[src/pkg/acr_pkg.sv]
// Contract
// - 24-bit threshold split across two registers
// - 4-bit global dc filter setting, resets zero
// - reserved fields read only, always zero
// - chan0 dc filter off bit overrides global
// - chan0 input select four codes, default 00
// - 10-bit signed phase delay, resets zero
// - 24-bit offset split across two registers
// - gain upper register resets to 8000h
// - other registers reset to 0000h
// - threshold used only with current detect on
package acr_pkg;
    // register indices (word offsets)
    localparam logic [7:0] OFS_GLOBAL_CFG = 8'h06;
    localparam logic [7:0] OFS_THR_HIGH = 8'h07;
    localparam logic [7:0] OFS_THR_LOW = 8'h08;
    localparam logic [7:0] OFS_CHAN0_CONFIG = 8'h09;
    localparam logic [7:0] OFS_OFF_HIGH = 8'h0A;
    localparam logic [7:0] OFS_OFF_LOW = 8'h0B;
    localparam logic [7:0] OFS_GAIN_HIGH = 8'h0C;
    // reset values
    localparam logic [15:0] RST_ZERO = 16'h0000;
    localparam logic [15:0] RST_GAIN_HIGH = 16'h8000;
    // writable masks (reserved bits clear)
    localparam logic [15:0] MASK_THR_LOW = 16'hFF0F;
    localparam logic [15:0] MASK_CHAN0_CONFIG = 16'hFFC7;
    localparam logic [15:0] MASK_OFF_LOW = 16'hFF00;
    localparam logic [15:0] MASK_GLOBAL_CFG = 16'h0001;
    // field positions
    localparam int POS_PHASE = 6;
    localparam int POS_DC_OFF = 2;
    localparam int POS_CD_ON = 0;
    // input select codes
    typedef enum logic [1:0] {
        ACR_IN_PAIR = 2'h0,
        ACR_IN_SHORT = 2'h1,
        ACR_IN_TEST_POS = 2'h2,
        ACR_IN_TEST_NEG = 2'h3
    } acr_insel_type;
    // configuration handed to the datapath
    typedef struct packed {
        logic [23:0] threshold;
        logic threshold_valid;
        logic [3:0] global_dc_filter_setting;
        logic [3:0] chan0_dc_filter_eff;
        logic [9:0] chan0_phase_delay;
        acr_insel_type chan0_input_select;
        logic [23:0] chan0_offset;
        logic [15:0] chan0_gain_upper;
    } acr_cfg_type;
endpackage : acr_pkg

[src/verilog/acr_reg16.sv]
`timescale 1ns/10ps
`default_nettype none
// one 16-bit register with writable mask and reset value
module acr_reg16
    import acr_pkg::*;
#(
    parameter logic [15:0] RESET_VALUE = 16'h0000,
    parameter logic [15:0] WRITE_MASK = 16'hFFFF
)
(
    input wire logic clk_sys, // system clock
    input wire logic rst_n, // async reset, active low
    input wire logic wr_en, // write this register
    input wire logic [15:0] wr_data, // write data
    output logic [15:0] value_q // current contents
);
    // masked bits stay zero whatever is written
    always_ff @(posedge clk_sys or negedge rst_n)
    begin
        if (!rst_n)
        begin
            value_q <= RESET_VALUE & WRITE_MASK;
        end
        else if (wr_en)
        begin
            value_q <= wr_data & WRITE_MASK;
        end
    end
endmodule : acr_reg16
`default_nettype wire

[src/verilog/acr_regs.sv]
`timescale 1ns/10ps
`default_nettype none
// threshold, channel 0 config and calibration registers
module acr_regs
    import acr_pkg::*;
(
    input wire logic clk_sys, // system clock, 50 MHz
    input wire logic rst_n, // async reset, active low
    input wire logic [7:0] reg_addr, // register index
    input wire logic [15:0] reg_wdata, // write data
    input wire logic reg_wr, // write strobe
    input wire logic reg_rd, // read strobe
    output logic [15:0] reg_rdata, // read data, cycle after strobe
    output acr_cfg_type cfg // decoded settings for datapath
);
    localparam int NREG = 7; // registers held here
    // per-register index, mask and reset tables
    localparam logic [7:0] IDX [NREG] = '{OFS_GLOBAL_CFG, OFS_THR_HIGH,
        OFS_THR_LOW, OFS_CHAN0_CONFIG, OFS_OFF_HIGH, OFS_OFF_LOW, OFS_GAIN_HIGH};
    localparam logic [15:0] MASK [NREG] = '{MASK_GLOBAL_CFG, 16'hFFFF,
        MASK_THR_LOW, MASK_CHAN0_CONFIG, 16'hFFFF, MASK_OFF_LOW, 16'hFFFF};
    localparam logic [15:0] RSTV [NREG] = '{RST_ZERO, RST_ZERO, RST_ZERO,
        RST_ZERO, RST_ZERO, RST_ZERO, RST_GAIN_HIGH};

    logic [15:0] val [NREG]; // register contents
    logic [15:0] rd_mux; // combinational read value
    logic [15:0] rdata_q; // registered read data

    // one register per entry
    for (genvar i = 0; i < NREG; i++)
    begin : g_reg
        acr_reg16 #(
            .RESET_VALUE(RSTV[i]),
            .WRITE_MASK(MASK[i])
        ) u_reg (
            .clk_sys(clk_sys),
            .rst_n(rst_n),
            .wr_en(reg_wr && (reg_addr == IDX[i])),
            .wr_data(reg_wdata),
            .value_q(val[i])
        );
    end

    // read select, unmapped reads zero
    always_comb
    begin
        rd_mux = 16'h0000;
        for (int k = 0; k < NREG; k++)
        begin
            if (reg_addr == IDX[k])
            begin
                rd_mux = val[k];
            end
        end
    end

    // read data valid only the cycle after the strobe
    always_ff @(posedge clk_sys or negedge rst_n)
    begin
        if (!rst_n)
        begin
            rdata_q <= 16'h0000;
        end
        else
        begin
            rdata_q <= reg_rd ? rd_mux : 16'h0000;
        end
    end
    assign reg_rdata = rdata_q;

    // settings toward the datapath
    always_comb
    begin
        cfg.threshold = {val[1], val[2][15:8]};
        cfg.threshold_valid = val[0][POS_CD_ON];
        cfg.global_dc_filter_setting = val[2][3:0];
        // dc filter off forces code zero for chan0
        cfg.chan0_dc_filter_eff = val[3][POS_DC_OFF] ? 4'h0 : val[2][3:0];
        cfg.chan0_phase_delay = val[3][15:POS_PHASE];
        cfg.chan0_input_select = acr_insel_type'(val[3][1:0]);
        cfg.chan0_offset = {val[4], val[5][15:8]};
        cfg.chan0_gain_upper = val[6];
        if (!val[0][POS_CD_ON])
        begin
            cfg.threshold = 24'h000000;
        end
    end

    // gain upper at reset value right after reset
    AST_GAIN_RESET: assert property (@(posedge clk_sys) $rose(rst_n) |-> val[6] == 16'h8000)
        else $error("gain upper not 8000h after reset");
    AST_THR_ZERO: assert property (@(posedge clk_sys) disable iff (!rst_n)
        $rose(rst_n) |-> val[1] == 16'h0000 && val[2] == 16'h0000)
        else $error("threshold not zero after reset");
    AST_RSV_LOW: assert property (@(posedge clk_sys) disable iff (!rst_n)
        val[5][7:0] == 8'h00)
        else $error("offset low reserved bits set");
    AST_RSV_CFG: assert property (@(posedge clk_sys) disable iff (!rst_n)
        reg_wr && reg_addr == OFS_CHAN0_CONFIG |=> val[3][5:3] == 3'h0)
        else $error("config reserved bits written");
    AST_THR_WRITE: assert property (@(posedge clk_sys) disable iff (!rst_n)
        reg_wr && reg_addr == OFS_THR_LOW |=> val[2][15:8] == $past(reg_wdata[15:8]))
        else $error("threshold low bits not stored");
    AST_DC_OFF: assert property (@(posedge clk_sys) disable iff (!rst_n)
        val[3][2] |-> cfg.chan0_dc_filter_eff == 4'h0)
        else $error("dc filter not off");
    AST_CD_GATE: assert property (@(posedge clk_sys) disable iff (!rst_n)
        !val[0][0] |-> cfg.threshold == 24'h000000)
        else $error("threshold used while detect off");
    AST_RD_DATA: assert property (@(posedge clk_sys) disable iff (!rst_n)
        reg_rd && reg_addr == OFS_OFF_HIGH && !reg_wr |=> reg_rdata == $past(val[4]))
        else $error("offset high read mismatch");
    AST_PHASE: assert property (@(posedge clk_sys) disable iff (!rst_n)
        reg_wr && reg_addr == OFS_CHAN0_CONFIG |=> cfg.chan0_phase_delay == $past(reg_wdata[15:6]))
        else $error("phase delay not stored");
endmodule : acr_regs
`default_nettype wire

[config.mk]
export PLATFORM = sky130hd
export DESIGN_NAME = acr_regs
export DESIGN_NICKNAME = d
export VERILOG_FILES = /design/src/pkg/acr_pkg.sv /design/src/verilog/acr_reg16.sv /design/src/verilog/acr_regs.sv
export SDC_FILE = /design/constraint.sdc
export NUM_CORES = 1
export LEC_CHECK = 0
export BUFFER_PORTS_ARGS = -buffer_cell sky130_fd_sc_hd__buf_2
export CAP_MARGIN = 30
export CELL_PAD_IN_SITES_DETAIL_PLACEMENT = 1
export CELL_PAD_IN_SITES_GLOBAL_PLACEMENT = 1
export CORE_MARGIN = 5
export CORE_UTILIZATION = 37
export CTS_CLUSTER_DIAMETER = 40
export DETAILED_ROUTE_END_ITERATION = 10
export GPL_ROUTABILITY_DRIVEN = 1
export GPL_TIMING_DRIVEN = 0
export PLACE_DENSITY = 0.85
export REMOVE_ABC_BUFFERS = 1
export SYNTH_ARGS = -nofsm -noshare
export SYNTH_HDL_FRONTEND = slang
export SYNTH_SLANG_ARGS = --single-unit
[constraint.sdc]
create_clock -name clk_sys -period 1.2 [get_ports clk_sys]
set_input_delay 0.3 -clock clk_sys [delete_from_list [all_inputs] [get_ports clk_sys]]
set_output_delay 0.3 -clock clk_sys [all_outputs]
set_load 0.1 [all_outputs]
## After elaboration in Yosys (flattened, before gate mapping)

Index checks and enable logic that the tools add are counted.

- Equality and inequality tests: 7
- Muxes and demuxes: 10
- Reduce and logical (&&, ||, !) cells: 7

Operator list:

| operator | count |
|---|---|
| 16-bit 2-to-1 mux | 7 |
| 8-bit by 4-bit equality test with 1-bit output (second input constant) | 5 |
| 24-bit 2-to-1 mux | 1 |
| 8-bit by 3-bit equality test with 1-bit output (second input constant) | 2 |
| 1-bit logical AND | 7 |
| 4-bit 2-to-1 mux | 1 |
| 1-bit 2-to-1 mux | 1 |

- Register bits: 98
- Output and inout bits: 101
- Word-level logic and storage cells: 32

## Logic depth before layout (Yosys ltp)

- Depth after elaboration: 9
- Mapped depth: 7

## Modules after synthesis

From an unflattened synthesis, not the netlist that was laid out.

- Cells, all modules: 381
- Area total of the unflattened synthesis: 5,312.6 um^2

Modules (own cells, without submodules):

| module | times used | cells an instance | area each (um^2) | sequential area each (um^2) |
|---|---|---|---|---|
| acr_regs | 1 | 174 | 1,746.7 | 400.4 |
| acr_reg16 at g_reg[1].u_reg ... | 2 | 34 | 649.4 | 400.4 |
| acr_reg16 at g_reg[6].u_reg | 1 | 34 | 650.6 | 401.6 |
| acr_reg16 at g_reg[3].u_reg | 1 | 31 | 546.8 | 325.3 |
| acr_reg16 at g_reg[2].u_reg | 1 | 30 | 518.0 | 300.3 |
| acr_reg16 at g_reg[5].u_reg | 1 | 26 | 395.4 | 200.2 |
| acr_reg16 at g_reg[0].u_reg | 1 | 18 | 156.4 | 25.0 |

## Least setup slack after synthesis

OpenSTA, ideal clock, no wires.

- Path kind: register to output
- From: register g_reg[0].u_reg.value_q[0]
- To: output cfg[65] (netlist name)
- Arrival time: 2.020 ns
- Data required time: 0.900 ns
- Slack: -1.120 ns
- Stages on the path, launching flop included: 3
- Path buffers: 1
- Cells stage by stage: dfrtp_1 > clkbuf_1 > and2_1

RTL lines:

| element | line | source |
|---|---|---|
| start: declaration | acr_reg16.sv:15 | `output logic [15:0] value_q` |
| start signal: assignment | acr_reg16.sv:22 | `value_q <= RESET_VALUE & WRITE_MASK;` |
| start signal: assignment | acr_reg16.sv:26 | `value_q <= wr_data & WRITE_MASK;` |
| end: declaration | acr_regs.sv:14 | `output acr_cfg_type cfg` |

## Worst setup path in the final report

- From: input reg_addr[6]
- To: register g_reg[3].u_reg.value_q[1]

- Longest elaborated chain between the ends: 2

RTL lines:

| element | line | source |
|---|---|---|
| start: declaration | acr_regs.sv:9 | `input wire logic [7:0] reg_addr,` |
| 8-bit by 4-bit equality test with 1-bit output | acr_regs.sv:38 | `.wr_en(reg_wr && (reg_addr == IDX[i])),` |
| 1-bit logical AND | acr_regs.sv:38 |  |
| end signal: assignment | acr_reg16.sv:22 |  |
| end signal: assignment | acr_reg16.sv:26 |  |
| end: declaration | acr_reg16.sv:15 |  |

No other way between the ends.
A chain may end at the register's enable or synchronous reset.

==> flow_summary.toml <==
[outcome]
status = "finished, violations left"
violations = "negative hold slack, negative setup slack"

[job]
cap_violations = 0

[global_route]
antenna_found_initial = 0
groute.usage.overall_pct = 29.35
grt_max_degree = 52
first_global_vias = 5082
overflow = 0
grt_pass1_wl_um = 34200

[finish]
drive_gt1_share_pct = 71.43
syn2layout_area_growth_pct = 82.03
fin_nets = 619
antennaDiodeCount = 0

[sta]
whs_ps = -15.65
clock_skew_ps = 8.461
slew_viol_final = 0
max_freq_mhz = 538.8
rsz0062_at_grt = "true"
fin_crit_ps = 1856
fin_crit_sh_pct = 154.7
fin_ws_ps = -656.0
worst_pin_slew_ps = 693.1
slew_headroom_pct = 53.79
hold_viol_final = 11
setup_viol = 199

[logic_synthesis]
postSynth.asyncResetShare_pct = 100.0
yosys_warnings = 0
synth_cell_types = 52
synth_area_per_cell_sq_um = 12.18
seq_area_frac_synth_pct = 50.49
ys_seq_elements = 98
synth_area_sq_um = 4860
synth_edf_count = 0
ys.flop_type = "dfrtp_1"
synthCells = 399

[die]
initial_core_util_pct = 38.04
die-area_sq_um = 15530
die_w_um = 124.6
dieHeight_um = 124.6
rows = 41
io_pins = 129
fp.coreArea_sq_um = 12770

[clock_network]
cts_tree = "built"
cts-root-buf = "clkbuf_16"
clk_pin_slew_ps = 70
htreeDepth = 3
clk_latency_ps = 360
clock_path_buffers = 2
clock_sinks = 98
cts_made_buffers = 9

[drt]
drc = 0
vias = 4494
vias_per_cell = 5.859
drt-total-wl_um = 24750
dr.first_iter.drc_count = 347
post_drt_wl_per_cell_um = 32.27
drtAntennaViolNets = 0
drtPass1Iterations = 5

[power]
p_switching_w = 0.003029
seqPwrFrac_pct = 38.0
power.static_leakage_nw = 4.078
p_per_area_nw_per_um2 = 1084
power.share.clock_pct = 37.7
p_comb_share_pct = 24.2
p_int_w = 0.006561
irDropWorstVdd_uv = 524.2
finalPower_w = 0.009589
swShare_pct = 31.58

[setup_path]
cp-start-kind = "input pin"
r2r_setup_slack_ps = -370
r2r_cells = 5
worstPathRequired_ps = 1440
path_class = "input pin to register"
critPathArrivalTime_ps = 2100
worstPathMaxFanout = 4
end_kind = "register"

[placement]
pre_cts_slack_ps = -1628
hpwl_um = 10710
gp_congestion = 0.7613
io_buffers = 128

[hold_path]
holdCritPathClass = "input pin to async pin"
-- cells by family after synthesis --
group | Yosys count | share of synthesized area (%)
buffers and inverters | 44 | 5.741
AO/OA/AOI/OAI | 75 | 10.66
flip-flops | 98 | 50.49
AND/OR/NAND/NOR | 91 | 11.46
multiplexers | 91 | 21.65
-- metrics by stage --
step	std cells	hold WS (ps)	area, sq um	TNS, ps	utilization, %
floorplan	356	4.409	4584	-125240	-
global placement	656	506.6	5440	-310650	42.59
detailed placement	661	359.8	5525	-152350	43.26
CTS	753	-8.319	8421	-49720	65.92
global route	767	41.93	8846	-64900	69.25
finish	767	-15.65	8846	-61470	69.25
-- sequential cells by signal, indices dropped and copies added (netlist names) --
| signal | count |
|---|---|
| g.u_reg.value_q | 82 |
| reg_rdata | 16 |
-- metal layers --
layer	vias up	part of all wire, %	track usage (%)
li1	1821	-	-
met1	2341	37	32.51
met2	256	53	53.82
met3	76	5.5	5.317
met4	0	4.9	14.18
met5	-	0	0
-- area by class of cell --
type,count,area (sq um)
clock buffers,9,225.2
clock inverters,6,130.1
fillers,1125,3928
inverters,1,3.754
multi-input cells,258,2600
flip-flops and latches,98,2476
well taps,172,215.2
repair buffers,223,3196
-- layout by cell type, fill, tap and decap left out, types with 8 or more instances in the layout --
cell type  synthesis  routed
buf_12             1     105
dfrtp_1           97      81
buf_4             19      60
mux2_2            72      51
mux2_4            10      32
and2_4             0      25
a21oi_1           28      23
buf_6              2      22
buf_2              9      19
dfrtp_2            0      15
buf_8              0      13
clkbuf_16          0      11
o21ai_0           12      10
mux2i_1            8       8
nand2_1           11       8
-- worst max-delay path, cell delays in order --
cell and delay, ps:
buf_6 100, or4_4 580, or3_4 460, nor2_8 180, buf_12 150, mux2_4 320
-- power groups by stage --
stage	sequential, W	combinational, W	clock (W)
after floorplan	0.00435	0.000340	0
after global placement	0.00363	0.00146	0
after detailed placement	0.00364	0.00151	0
after CTS	0.00361	0.00215	0.00351
after global routing	0.00366	0.00239	0.00377
final	0.00365	0.00232	0.00362
-- final timing paths --
| check | from | endpoint |
|---|---|---|
| setup / recovery | reg_addr[6] | g_reg[3].u_reg.value_q[1]$_DFFE_PN0P_ |
| hold / removal | rst_n | g_reg[1].u_reg.value_q[0]$_DFFE_PN0P_ |
| min in group clk_sys | reg_wdata[5] | g_reg[6].u_reg.value_q[5]$_DFFE_PN0P_ |
| setup reg to reg | g_reg[0].u_reg.value_q[0]$_DFFE_PN0P_ | reg_rdata[0]$_DFF_PN0_ |
| max in group asynchronous | rst_n | g_reg[0].u_reg.value_q[0]$_DFFE_PN0P_ |
| hold reg to reg | g_reg[1].u_reg.value_q[11]$_DFFE_PN0P_ | g_reg[1].u_reg.value_q[11]$_DFFE_PN0P_ |
-- repair_timing --
action                                 CTS  global route
setup endpoints to repair              199           199
endpoints found under the hold margin   11             0
setup buffers                           74            15
resized for setup                      487            86
pin swaps                               13            13
cloned                                   3             2
-- cells in the mapped netlist (4+ instances only) --
library cell | count | area share (%)
and2_1 | 26 | 3.3
o21ai_0 | 12 | 1.2
clkbuf_1 | 12 | 0.93
or2_2 | 6 | 0.77
dfrtp_1 | 97 | 50
nor2_1 | 4 | 0.31
a22o_1 | 4 | 0.72
o22a_2 | 6 | 1.2
nor2b_1 | 9 | 1.2
nand3_1 | 11 | 1.1
mux2_2 | 72 | 17
mux2i_1 | 8 | 1.6
nand2_1 | 11 | 0.85
a21oi_1 | 28 | 2.9
and3_1 | 5 | 0.64
nand2b_1 | 4 | 0.51
buf_2 | 9 | 0.93
a221oi_1 | 6 | 1.1
buf_4 | 19 | 2.9
mux2_4 | 10 | 3.1
No activity file was read; power rests on OpenSTA's default activity.
